## config.mk

```make
export PLATFORM = sky130hd
export DESIGN_NAME = qbt_transceiver
export DESIGN_NICKNAME = d
export VERILOG_FILES = /design/src/hdl/qbt_pkg.sv /design/src/hdl/qbt_stream_if.sv /design/src/hdl/qbt_fifo2.sv /design/src/hdl/qbt_transceiver.sv
export VERILOG_INCLUDE_DIRS = /design/src /design/src/hdl
export SDC_FILE = /design/constraint.sdc
export NUM_CORES = 1
export LEC_CHECK = 0
export BUFFER_PORTS_ARGS = -buffer_cell sky130_fd_sc_hd__clkbuf_2
export CORE_ASPECT_RATIO = 2
export CORE_MARGIN = 2
export CORE_UTILIZATION = 55
export CTS_CLUSTER_SIZE = 16
export DETAILED_ROUTE_END_ITERATION = 12
export PLACE_DENSITY_LB_ADDON = 0.08
export SYNTH_ARGS = -nofsm -noshare
export SYNTH_HDL_FRONTEND = slang
export SYNTH_SLANG_ARGS = --single-unit
export TNS_END_PERCENT = 20
```

## constraint.sdc

```tcl
create_clock -name i_ref_clk -period 3.97 [get_ports i_ref_clk]
set_input_delay 0.1985 -clock i_ref_clk [delete_from_list [all_inputs] [get_ports i_ref_clk]]
set_output_delay 0.1985 -clock i_ref_clk [all_outputs]
set_load 0.03 [all_outputs]
```

## src/hdl/qbt_params.svh

```systemverilog
// constants of the quad bus transceiver: register map, fields, resets
// assumes a 32-bit axi4-lite slave with byte addresses
`ifndef QBT_PARAMS_SVH
`define QBT_PARAMS_SVH

`define QBT_ADDR_W        8
`define QBT_CTRL_OFS      8'h00
`define QBT_TXDATA_OFS    8'h04
`define QBT_STATUS_OFS    8'h08

`define QBT_CTRL_BE_BIT   0
`define QBT_CTRL_RLE_BIT  1
`define QBT_CTRL_OE_BIT   2
`define QBT_CTRL_W        3
`define QBT_CTRL_RST      3'h7

`define QBT_ST_DRV_LSB    0
`define QBT_ST_RCV_LSB    4
`define QBT_ST_PAR_BIT    8
`define QBT_ST_FULL_BIT   9
`define QBT_ST_EMPTY_BIT  10
`define QBT_ST_A_LSB      12

`define QBT_RESP_OKAY     2'h0
`define QBT_RESP_SLVERR   2'h2

`define QBT_FIFO_DEPTH    2'h2

`endif

```

## src/hdl/qbt_pkg.sv

```systemverilog
// types of the quad bus transceiver
// assumes qbt_params.svh holds the numeric constants
package qbt_pkg;

  typedef logic [3:0] qbt_nib_t;

  typedef enum logic [2:0] {
    QBT_WR_IDLE = 3'b001,
    QBT_WR_PUSH = 3'b010,
    QBT_WR_RESP = 3'b100
  } qbt_wr_state_t;

endpackage : qbt_pkg

```

## src/hdl/qbt_stream_if.sv

```systemverilog
// valid/ready carrier for one 4-bit data word
// assumes both ends share one clock
`timescale 1ns/100ps
`default_nettype none

interface qbt_stream_if;
  import qbt_pkg::*;
  logic     valid;
  logic     ready;
  qbt_nib_t data;
  modport src (output valid, output data, input ready);
  modport snk (input valid, input data, output ready);
endinterface : qbt_stream_if

`default_nettype wire

```

## src/hdl/qbt_fifo2.sv

```systemverilog
// two-entry buffer for driver data words
// assumes asynchronous active-low reset copy and a common clock enable
`timescale 1ns/100ps
`default_nettype none
`include "qbt_params.svh"

module qbt_fifo2
  import qbt_pkg::*;
(
  input  wire logic  i_clk,
  input  wire logic  i_clk_en,
  input  wire logic  i_rst_n,
  qbt_stream_if.snk  s_in,
  qbt_stream_if.src  s_out
);

  logic [1:0] count;
  logic [1:0] next_count;
  logic       wr_ptr;
  logic       next_wr_ptr;
  logic       rd_ptr;
  logic       next_rd_ptr;
  qbt_nib_t   mem      [2];
  qbt_nib_t   next_mem [2];
  logic       push;
  logic       pop;

  assign s_in.ready  = (count != `QBT_FIFO_DEPTH);
  assign s_out.valid = (count != 2'h0);
  assign s_out.data  = mem[rd_ptr];
  assign push        = s_in.valid & s_in.ready;
  assign pop         = s_out.valid & s_out.ready;

  always_comb begin
    next_count  = count;
    next_wr_ptr = wr_ptr;
    next_rd_ptr = rd_ptr;
    if (push) begin
      next_wr_ptr = ~wr_ptr;
    end
    if (pop) begin
      next_rd_ptr = ~rd_ptr;
    end
    if (push && !pop) begin
      next_count = count + 2'h1;
    end else if (pop && !push) begin
      next_count = count - 2'h1;
    end
  end

  genvar g;
  generate
    for (g = 0; g < 2; g++) begin : g_entry
      assign next_mem[g] = (push && (wr_ptr == 1'(g))) ? s_in.data : mem[g];
    end
  endgenerate

  always_ff @(posedge i_clk or negedge i_rst_n) begin
    if (!i_rst_n) begin
      count  <= 2'h0;
      wr_ptr <= 1'b0;
      rd_ptr <= 1'b0;
    end else if (i_clk_en) begin
      count  <= next_count;
      wr_ptr <= next_wr_ptr;
      rd_ptr <= next_rd_ptr;
    end
  end

  // storage needs no reset, empty entries are never read out as valid
  always_ff @(posedge i_clk) begin
    if (i_clk_en) begin
      mem <= next_mem;
    end
  end

endmodule : qbt_fifo2

`default_nettype wire

```

## src/hdl/qbt_transceiver.sv

```systemverilog
// quad bus transceiver with parity, registers on axi4-lite
// assumes bus and driver clock pins are asynchronous to i_ref_clk
// Functional notes
// - bus drive enable high floats all four bus drivers; low drives them
// - output enable high floats receiver outputs; low shows latched data
// - receiver outputs present the inverse of the bus lines
// - latch enable low makes latches follow the bus continuously
// - latch enable high holds the latch contents regardless of anything
// - rising driver clock captures the four data inputs into the register
// - without a rising driver clock edge the register keeps its value
// - enabled drivers put the inverse of the register bits on the bus
// - driving: parity output is xor of the four data inputs
// - not driving: parity output is xor of the four latch contents
//
// Design decisions made here: the address map and the AXI4-Lite interface to the registers.
`timescale 1ns/100ps
`default_nettype none
`include "qbt_params.svh"

module qbt_transceiver
  import qbt_pkg::*;
(
  input  wire logic                   i_ref_clk,
  input  wire logic                   i_arst_n,
  input  wire logic                   i_clk_en,
  input  wire logic [`QBT_ADDR_W-1:0] i_axi_awaddr,
  input  wire logic                   i_axi_awvalid,
  output logic                        o_axi_awready,
  input  wire logic [31:0]            i_axi_wdata,
  input  wire logic [3:0]             i_axi_wstrb,
  input  wire logic                   i_axi_wvalid,
  output logic                        o_axi_wready,
  output logic [1:0]                  o_axi_bresp,
  output logic                        o_axi_bvalid,
  input  wire logic                   i_axi_bready,
  input  wire logic [`QBT_ADDR_W-1:0] i_axi_araddr,
  input  wire logic                   i_axi_arvalid,
  output logic                        o_axi_arready,
  output logic [31:0]                 o_axi_rdata,
  output logic [1:0]                  o_axi_rresp,
  output logic                        o_axi_rvalid,
  input  wire logic                   i_axi_rready,
  input  wire logic                   i_driver_clock,
  input  wire logic [3:0]             i_bus,
  output logic [3:0]                  o_bus,
  output logic [3:0]                  o_bus_oe_n,
  output logic [3:0]                  o_rcv,
  output logic [3:0]                  o_rcv_oe_n,
  output logic                        o_odd_parity
);

  // reset release
  logic rst_s1;
  logic rst_n;

  always_ff @(posedge i_ref_clk or negedge i_arst_n) begin
    if (!i_arst_n) begin
      rst_s1 <= 1'b0;
      rst_n  <= 1'b0;
    end else begin
      rst_s1 <= 1'b1;
      rst_n  <= rst_s1;
    end
  end

  // pin synchronisers, a change counts once stages two and three agree
  qbt_nib_t bus_s1;
  qbt_nib_t bus_s2;
  qbt_nib_t bus_s3;
  qbt_nib_t bus_filt;
  qbt_nib_t next_bus_filt;
  logic     dclk_s1;
  logic     dclk_s2;
  logic     dclk_s3;
  logic     dclk_filt;
  logic     next_dclk_filt;
  logic     drv_rise;

  genvar g;
  generate
    for (g = 0; g < 4; g++) begin : g_bus_bit
      assign next_bus_filt[g] = (bus_s2[g] == bus_s3[g]) ? bus_s3[g]
                                                         : bus_filt[g];
    end
  endgenerate

  assign next_dclk_filt = (dclk_s2 == dclk_s3) ? dclk_s3 : dclk_filt;
  // edge seen only by the filtered level, so a glitch cannot load twice
  assign drv_rise       = next_dclk_filt & ~dclk_filt;

  always_ff @(posedge i_ref_clk or negedge rst_n) begin
    if (!rst_n) begin
      bus_s1    <= 4'h0;
      bus_s2    <= 4'h0;
      bus_s3    <= 4'h0;
      bus_filt  <= 4'h0;
      dclk_s1   <= 1'b0;
      dclk_s2   <= 1'b0;
      dclk_s3   <= 1'b0;
      dclk_filt <= 1'b0;
    end else if (i_clk_en) begin
      bus_s1    <= i_bus;
      bus_s2    <= bus_s1;
      bus_s3    <= bus_s2;
      bus_filt  <= next_bus_filt;
      dclk_s1   <= i_driver_clock;
      dclk_s2   <= dclk_s1;
      dclk_s3   <= dclk_s2;
      dclk_filt <= next_dclk_filt;
    end
  end

  // control register and driver data buffer
  logic [`QBT_CTRL_W-1:0] ctrl;
  logic [`QBT_CTRL_W-1:0] next_ctrl;
  logic                   bus_drive_enable_n;
  logic                   receive_latch_enable_n;
  logic                   output_enable_n;

  assign bus_drive_enable_n     = ctrl[`QBT_CTRL_BE_BIT];
  assign receive_latch_enable_n = ctrl[`QBT_CTRL_RLE_BIT];
  assign output_enable_n        = ctrl[`QBT_CTRL_OE_BIT];

  qbt_stream_if push_if ();
  qbt_stream_if tx_if ();

  qbt_fifo2 u_txbuf (
    .i_clk    (i_ref_clk),
    .i_clk_en (i_clk_en),
    .i_rst_n  (rst_n),
    .s_in     (push_if),
    .s_out    (tx_if)
  );

  // data inputs: the buffer head, or the last word once it drains
  qbt_nib_t a_hold;
  qbt_nib_t next_a_hold;
  qbt_nib_t a_data;

  assign a_data      = tx_if.valid ? tx_if.data : a_hold;
  assign tx_if.ready = drv_rise & i_clk_en;
  assign next_a_hold = (tx_if.valid & tx_if.ready) ? tx_if.data : a_hold;

  // driver register, receive latches, parity
  qbt_nib_t drv_reg;
  qbt_nib_t next_drv_reg;
  qbt_nib_t rcv_latch;
  qbt_nib_t next_rcv_latch;
  logic     par;
  logic     next_par;

  always_comb begin
    next_drv_reg   = drv_rise ? a_data : drv_reg;
    next_rcv_latch = receive_latch_enable_n ? rcv_latch
                                            : bus_filt;
    next_par       = bus_drive_enable_n ? ^rcv_latch
                                        : ^a_data;
  end

  // no reset here, contents are unknown until loaded
  always_ff @(posedge i_ref_clk) begin
    if (i_clk_en) begin
      drv_reg   <= next_drv_reg;
      rcv_latch <= next_rcv_latch;
    end
  end

  always_ff @(posedge i_ref_clk or negedge rst_n) begin
    if (!rst_n) begin
      par    <= 1'b0;
      a_hold <= 4'h0;
    end else if (i_clk_en) begin
      par    <= next_par;
      a_hold <= next_a_hold;
    end
  end

  assign o_bus        = ~drv_reg;
  assign o_bus_oe_n   = {4{bus_drive_enable_n}};
  assign o_rcv        = ~rcv_latch;
  assign o_rcv_oe_n   = {4{output_enable_n}};
  assign o_odd_parity = par;

  // axi4-lite write side
  qbt_wr_state_t          wr_state;
  qbt_wr_state_t          next_wr_state;
  logic                   aw_held;
  logic                   next_aw_held;
  logic                   w_held;
  logic                   next_w_held;
  logic [`QBT_ADDR_W-1:0] aw_addr;
  logic [`QBT_ADDR_W-1:0] next_aw_addr;
  logic [31:0]            w_data;
  logic [31:0]            next_w_data;
  logic                   w_lane0;
  logic                   next_w_lane0;
  logic [1:0]             bresp;
  logic [1:0]             next_bresp;

  assign o_axi_awready = i_clk_en & (wr_state == QBT_WR_IDLE) & ~aw_held;
  assign o_axi_wready  = i_clk_en & (wr_state == QBT_WR_IDLE) & ~w_held;
  assign o_axi_bvalid  = (wr_state == QBT_WR_RESP);
  assign o_axi_bresp   = bresp;
  assign push_if.valid = (wr_state == QBT_WR_PUSH);
  assign push_if.data  = w_data[3:0];

  always_comb begin
    next_wr_state = wr_state;
    next_aw_held  = aw_held;
    next_w_held   = w_held;
    next_aw_addr  = aw_addr;
    next_w_data   = w_data;
    next_w_lane0  = w_lane0;
    next_bresp    = bresp;
    next_ctrl     = ctrl;
    if (i_axi_awvalid && o_axi_awready) begin
      next_aw_held = 1'b1;
      next_aw_addr = i_axi_awaddr;
    end
    if (i_axi_wvalid && o_axi_wready) begin
      next_w_held  = 1'b1;
      next_w_data  = i_axi_wdata;
      next_w_lane0 = i_axi_wstrb[0];
    end
    unique case (wr_state)
      QBT_WR_IDLE: begin
        if (aw_held && w_held) begin
          next_bresp    = `QBT_RESP_OKAY;
          next_wr_state = QBT_WR_RESP;
          if (aw_addr == `QBT_CTRL_OFS) begin
            if (w_lane0) begin
              next_ctrl = w_data[`QBT_CTRL_W-1:0];
            end
          end else if (aw_addr == `QBT_TXDATA_OFS) begin
            if (w_lane0) begin
              next_wr_state = QBT_WR_PUSH;
            end
          end else if (aw_addr != `QBT_STATUS_OFS) begin
            next_bresp = `QBT_RESP_SLVERR;
          end
        end
      end
      // a full buffer holds the word in w_data and stalls the write response until it is pushed
      QBT_WR_PUSH: begin
        if (push_if.ready) begin
          next_wr_state = QBT_WR_RESP;
        end
      end
      QBT_WR_RESP: begin
        if (i_axi_bready) begin
          next_wr_state = QBT_WR_IDLE;
          next_aw_held  = 1'b0;
          next_w_held   = 1'b0;
        end
      end
      default: begin
        next_wr_state = QBT_WR_IDLE;
      end
    endcase
  end

  always_ff @(posedge i_ref_clk or negedge rst_n) begin
    if (!rst_n) begin
      wr_state <= QBT_WR_IDLE;
      aw_held  <= 1'b0;
      w_held   <= 1'b0;
      aw_addr  <= 8'h00;
      w_data   <= 32'h0000_0000;
      w_lane0  <= 1'b0;
      bresp    <= `QBT_RESP_OKAY;
      ctrl     <= `QBT_CTRL_RST;
    end else if (i_clk_en) begin
      wr_state <= next_wr_state;
      aw_held  <= next_aw_held;
      w_held   <= next_w_held;
      aw_addr  <= next_aw_addr;
      w_data   <= next_w_data;
      w_lane0  <= next_w_lane0;
      bresp    <= next_bresp;
      ctrl     <= next_ctrl;
    end
  end

  // axi4-lite read side, answer one cycle after the address is taken
  logic        rvalid;
  logic        next_rvalid;
  logic [31:0] rdata;
  logic [31:0] next_rdata;
  logic [1:0]  rresp;
  logic [1:0]  next_rresp;
  logic [31:0] status_word;

  always_comb begin
    status_word = 32'h0000_0000;
    status_word[`QBT_ST_DRV_LSB +: 4] = drv_reg;
    status_word[`QBT_ST_RCV_LSB +: 4] = o_rcv;
    status_word[`QBT_ST_PAR_BIT]      = par;
    status_word[`QBT_ST_FULL_BIT]     = ~push_if.ready;
    status_word[`QBT_ST_EMPTY_BIT]    = ~tx_if.valid;
    status_word[`QBT_ST_A_LSB +: 4]   = a_data;
  end

  assign o_axi_arready = i_clk_en & ~rvalid;
  assign o_axi_rvalid  = rvalid;
  assign o_axi_rdata   = rdata;
  assign o_axi_rresp   = rresp;

  always_comb begin
    next_rvalid = rvalid;
    next_rdata  = rdata;
    next_rresp  = rresp;
    if (rvalid && i_axi_rready) begin
      next_rvalid = 1'b0;
    end
    if (i_axi_arvalid && o_axi_arready) begin
      next_rvalid = 1'b1;
      next_rresp  = `QBT_RESP_OKAY;
      next_rdata  = 32'h0000_0000;
      if (i_axi_araddr == `QBT_CTRL_OFS) begin
        next_rdata[`QBT_CTRL_W-1:0] = ctrl;
      end else if (i_axi_araddr == `QBT_TXDATA_OFS) begin
        next_rdata[3:0] = a_data;
      end else if (i_axi_araddr == `QBT_STATUS_OFS) begin
        next_rdata = status_word;
      end else begin
        next_rresp = `QBT_RESP_SLVERR;
      end
    end
  end

  always_ff @(posedge i_ref_clk or negedge rst_n) begin
    if (!rst_n) begin
      rvalid <= 1'b0;
      rdata  <= 32'h0000_0000;
      rresp  <= `QBT_RESP_OKAY;
    end else if (i_clk_en) begin
      rvalid <= next_rvalid;
      rdata  <= next_rdata;
      rresp  <= next_rresp;
    end
  end

  // checks
  chk_bus_float_drive:
  assert property (@(posedge i_ref_clk) disable iff (!rst_n)
    ctrl[`QBT_CTRL_BE_BIT] |-> (o_bus_oe_n == 4'hf))
    else $error("bus drivers not floated while bus enable high");

  chk_bus_oe_follow:
  assert property (@(posedge i_ref_clk) disable iff (!rst_n)
    (i_clk_en && (wr_state == QBT_WR_IDLE) && aw_held && w_held && w_lane0
     && (aw_addr == `QBT_CTRL_OFS))
    |=> (o_bus_oe_n == {4{$past(w_data[`QBT_CTRL_BE_BIT])}}))
    else $error("bus drivers do not follow control write");

  chk_rcv_oe_follow:
  assert property (@(posedge i_ref_clk) disable iff (!rst_n)
    (i_clk_en && (wr_state == QBT_WR_IDLE) && aw_held && w_held && w_lane0
     && (aw_addr == `QBT_CTRL_OFS))
    |=> (o_rcv_oe_n == {4{$past(w_data[`QBT_CTRL_OE_BIT])}}))
    else $error("receiver enable does not follow control write");

  chk_rcv_inverted:
  assert property (@(posedge i_ref_clk) disable iff (!rst_n)
    (i_clk_en && !receive_latch_enable_n) |=> (o_rcv == ~$past(bus_filt)))
    else $error("receiver output is not the inverted bus");

  chk_latch_open_follow:
  assert property (@(posedge i_ref_clk) disable iff (!rst_n)
    (i_clk_en && !receive_latch_enable_n)
    |=> (rcv_latch == $past(bus_filt)))
    else $error("open latch does not follow bus");

  chk_latch_closed_hold:
  assert property (@(posedge i_ref_clk) disable iff (!rst_n)
    receive_latch_enable_n |=> $stable(rcv_latch))
    else $error("closed latch changed");

  chk_drv_load_edge:
  assert property (@(posedge i_ref_clk) disable iff (!rst_n)
    (i_clk_en && drv_rise) |=> (drv_reg == $past(a_data)))
    else $error("driver register missed rising driver clock");

  chk_drv_hold_no_edge:
  assert property (@(posedge i_ref_clk) disable iff (!rst_n)
    !(i_clk_en && drv_rise) |=> $stable(drv_reg))
    else $error("driver register changed without rising edge");

  // case equality: the register is unloaded after power-up and both sides
  // then carry the same unknown
  chk_bus_drive_inv:
  assert property (@(posedge i_ref_clk) disable iff (!rst_n)
    !ctrl[`QBT_CTRL_BE_BIT] |-> ((o_bus_oe_n == 4'h0) && (o_bus === ~drv_reg)))
    else $error("enabled bus does not carry inverted register");

  chk_par_generate:
  assert property (@(posedge i_ref_clk) disable iff (!rst_n)
    (i_clk_en && !bus_drive_enable_n) |=> (o_odd_parity == ^$past(a_data)))
    else $error("generated parity wrong");

  chk_par_check:
  assert property (@(posedge i_ref_clk) disable iff (!rst_n)
    (i_clk_en && bus_drive_enable_n) |=> (o_odd_parity === ^$past(rcv_latch)))
    else $error("checked parity wrong");

endmodule : qbt_transceiver

`default_nettype wire

```

==> impl_results.rst <==
.. list-table::
   :header-rows: 1

   * - Metric
     - Value
   * - Via count of the first global-routing pass
     - 2425
   * - Number of enable flip-flop cells after synthesis
     - 16
   * - Total vias in the final route
     - 2517
   * - Number of cells in the design after placement
     - roughly 470
   * - Worst-path maximum fanout
     - 34
   * - Yosys top cell area share
     - between 40% and 50%
   * - Design area
     - ~0.0044 sq mm
   * - Placement Cell Area
     - 0.00409 sq mm
   * - Cell types with the largest area share after synthesis
     - dfrtp_1 (43%), edfxtp_1 (13%), mux2_2 (7.6%)
   * - Max clock buf depth
     - 2
   * - Post-route fraction of the period consumed by the critical path
     - a little over 60%
   * - Sequential Area
     - 0.00224 sq mm
   * - Residual DRC count
     - 0
   * - # rows
     - 43
   * - Total routing resource utilization after global routing
     - 19.9%
   * - GR Overflow Total
     - 0
   * - DP Wirelength
     - 5.23 mm
   * - Port buffer count
     - between 70 and 80
   * - Violation count after the first detailed-route iteration
     - about 110
   * - Final layout net count
     - 462
   * - Total power consumption of the routed design
     - a little under 3 mW
   * - Pwr/cell area
     - 664 mW/mm^2
   * - Net Sw Frac
     - approximately a third
   * - Gate Count Post-Synth
     - 333
   * - Final wirelength
     - ~7.0 mm
   * - Synth Cell Area
     - 0.00383 sq mm
   * - Clock network fraction of design power
     - 28.2%
   * - Ratio of cells with drive above 1 in the final layout
     - about a third
   * - Largest clock skew in the final design
     - between 0.004 and 0.005 ns
   * - Hold crit path type
     - primary input to register
   * - Proportion of power drawn by combinational gates
     - 26.0%
   * - Number of antenna violations at the first check in global routing
     - 0
   * - Post-route worst setup slack
     - roughly 1.5 ns
   * - Most frequent cells in the layout
     - clkbuf_2 (72), dfrtp_1 (65), nand2_1 (28)
   * - Commonest non-fill, non-tap cell in the layout
     - clkbuf_2
   * - Portion of the post-synthesis area used by sequential elements
     - 58.4%
   * - Die Width
     - 63.0 um
   * - Worst Setup Slack post-DPL
     - about 1.2 ns
   * - Layout Cells excl Fill
     - 491
   * - Number of sinks handled by clock tree synthesis
     - between 80 and 90
   * - Lkg Pwr
     - about 2.1 nW
   * - Critical path startpoint category
     - primary input
   * - Dominant cell type by area after synthesis
     - dfrtp_1
   * - Mean routed wirelength per cell
     - about 14 um
   * - Share of synthesized registers carrying an async set or reset
     - between 80 and 90%
   * - Post-Synthesis Mean Instance Area
     - between 10 and 15 sq um
   * - Filler Cells Inserted
     - 600
   * - Area growth, synth to finish
     - 14.8%
   * - Initial Util
     - a little under three fifths
   * - Later-pin clock latency in the skew report
     - around 0.34 ns
   * - Number of gates resized after cts
     - 0
   * - Maximum number of pins on one net before global-route repair
     - 37
   * - Core Box Area
     - 0.00683 sq mm
   * - Global-route wire length before repair
     - 11.6 mm
   * - Net Switching
     - approximately 0.96 mW
   * - Transition at the pin with the smallest max-transition slack
     - 0.695 ns
   * - Required time at the endpoint of the critical path
     - between 4 and 5 ns
   * - Maximum level of the CTS H-tree
     - 3
   * - Boundary Pins
     - approximately 120
   * - Max-capacitance violation count
     - 0
   * - Vias/cell
     - between 5 and 6
   * - Achievable clock frequency
     - roughly 0.41 GHz
   * - Part of the total power dissipated in sequential elements
     - 45.8%
   * - Total number of yosys warnings
     - 0
   * - Slew margin rel.
     - a little over half
   * - Clock tree from TritonCTS
     - built
   * - Clock transition at the register clock pins on the worst setup and hold paths after CTS
     - ~0.06 ns
   * - Number of slew-limit violations in the final report
     - 0
   * - Residual antenna-violating net count after detailed routing
     - 0
   * - Final core utilization
     - between 60% and 70%
   * - Type of element capturing the critical path
     - register
   * - Max IR drop VDD
     - around 0.47 mV
   * - Unique cell type count in the Yosys netlist
     - between 40 and 50
   * - Cell-internal power
     - 1.96 mW
   * - Fin Setup TNS
     - 0 ns
   * - Unrepaired setup endpoints after global routing
     - false
   * - Height of the die
     - 122 um
   * - Min Hold Slack
     - around 0.092 ns
   * - Number of buffers created by CTS
     - 9
   * - Post-layout min period
     - about 2.4 ns
   * - Max reg flops
     - 15
   * - Number of optimization iterations in the first detailed-route pass
     - 4
   * - Fin. Hold Viols
     - 0
   * - # setup viols final
     - 0
   * - Register bit count reported by yosys
     - 86
   * - Number of antenna cells inserted
     - 0
   * - Multi-input gate area in the final layout
     - 0.00127 sq mm
   * - Critical path class
     - primary input to register
   * - Status
     - complete, no violations
   * - Critical path arrival
     - approximately 2.7 ns
   * - Placer congestion estimate
     - between 0.8 and 0.9
   * - Most common flop cell mapped by yosys
     - dfrtp_1
   * - Die outline area
     - about 0.0077 sq mm
   * - Root Buffer Master
     - clkbuf_16
[metal layers]
| layer | up-vias | global-route usage, % | wire, um |
|---|---|---|---|
| met5 | - | 0 | 0 |
| met4 | 0 | 9.58 | 145 |
| met3 | 10 | 4.62 | 302 |
| met2 | 64 | 34.5 | 3750 |
| met1 | 1239 | 23.0 | 2820 |
| li1 | 1204 | - | - |
[cell usage after synthesis (all sizes together) (2+ instances only)]
| cell | instances |
|---|---|
| edfxtp | 16 |
| conb | 2 |
| nor2 | 15 |
| xor2 | 6 |
| nand2b | 3 |
| a22o | 4 |
| a21boi | 2 |
| o22ai | 4 |
| xnor2 | 5 |
| and3 | 2 |
| mux2 | 26 |
| o21ai | 29 |
| nand4 | 2 |
| a21o | 5 |
| dfstp | 4 |
| a21oi | 14 |
| buf | 35 |
| nand3 | 2 |
| dfrtp | 66 |
| nor4 | 3 |
| inv | 24 |
| mux2i | 7 |
| nor2b | 2 |
| nand2 | 29 |
| clkbuf | 6 |
| nor3 | 6 |
[power groups by stage]
stage | clock network (mW) | registers [mW] | logic (mW)
2_1_floorplan | 0 | 1.29 | 0.681
3_3_place_gp | 0 | 1.34 | 0.734
3_5_place_dp | 0 | 1.35 | 0.764
4_1_cts | 0.832 | 1.34 | 0.769
5_1_grt | 0.873 | 1.37 | 0.835
6_report | 0.823 | 1.34 | 0.761
[cell families (layout without fill, tap and decap cells)]
group | count (synthesis) | count (layout) | synth area share (%)
muxes | 33 | 33 | 9.47
adders and majority gates | 1 | 1 | 0.327
AOI/OAI and AO/OA | 63 | 63 | 9.90
DFF | 86 | 86 | 58.4
buffers and inverters | 66 | 116 | 10.1
other | 2 | 20 | 0.196
and+or+nand+nor | 71 | 71 | 9.05
xor gates and xnor gates | 11 | 11 | 2.52
[final timing paths]
| path | to | cells after the start | slack, ns | startpoint |
|---|---|---|---|---|
| hold / removal | bus_s1[2]$_DFFE_PN0P_ | 2 | 0.09 | i_bus[2] |
| min in group asynchronous | rst_n$_DFF_PN0_ | 2 | 0.18 | i_arst_n |
| setup / recovery | u_txbuf.count[1]$_DFFE_PN0P_ | 9 | 1.54 | i_clk_en |
| max in group asynchronous | ctrl[0]$_DFFE_PN1P_ | 1 | 2.70 | rst_n$_DFF_PN0_ |
| setup reg to reg | u_txbuf.count[1]$_DFFE_PN0P_ | 8 | 1.59 | dclk_s2$_DFFE_PN0P_ |
| hold reg to reg | o_axi_rdata[6]$_DFFE_PN0P_ | 0 | 0.31 | rst_n$_DFF_PN0_ |
[worst max-delay path: stages]
cell and delay (ns):
clkbuf_2 0.50, nand2_1 0.15, nor3_1 0.56, and2_1 0.42, inv_1 0.08, ha_1 0.27
nand2b_1 0.17, nor2_1 0.17, xor2_1 0.16
[cell type report]
class                           instances  area share (%)
Sequential cell                        86            50.9
Multi-Input combinational cell        199            28.9
Timing Repair Buffer                   75            8.76
Clock buffer                           12            5.61
Tap cell                               90            2.56
Inverter                               25            2.13
Clock inverter                          4            1.08
[what timing repair did]
| action | CTS | global route |
|---|---|---|
| hold endpoints to repair | 2 | 0 |
| hold buffers | 1 | 0 |
| setup buffers | 0 | 0 |
Power figures use the tool's default switching activity.
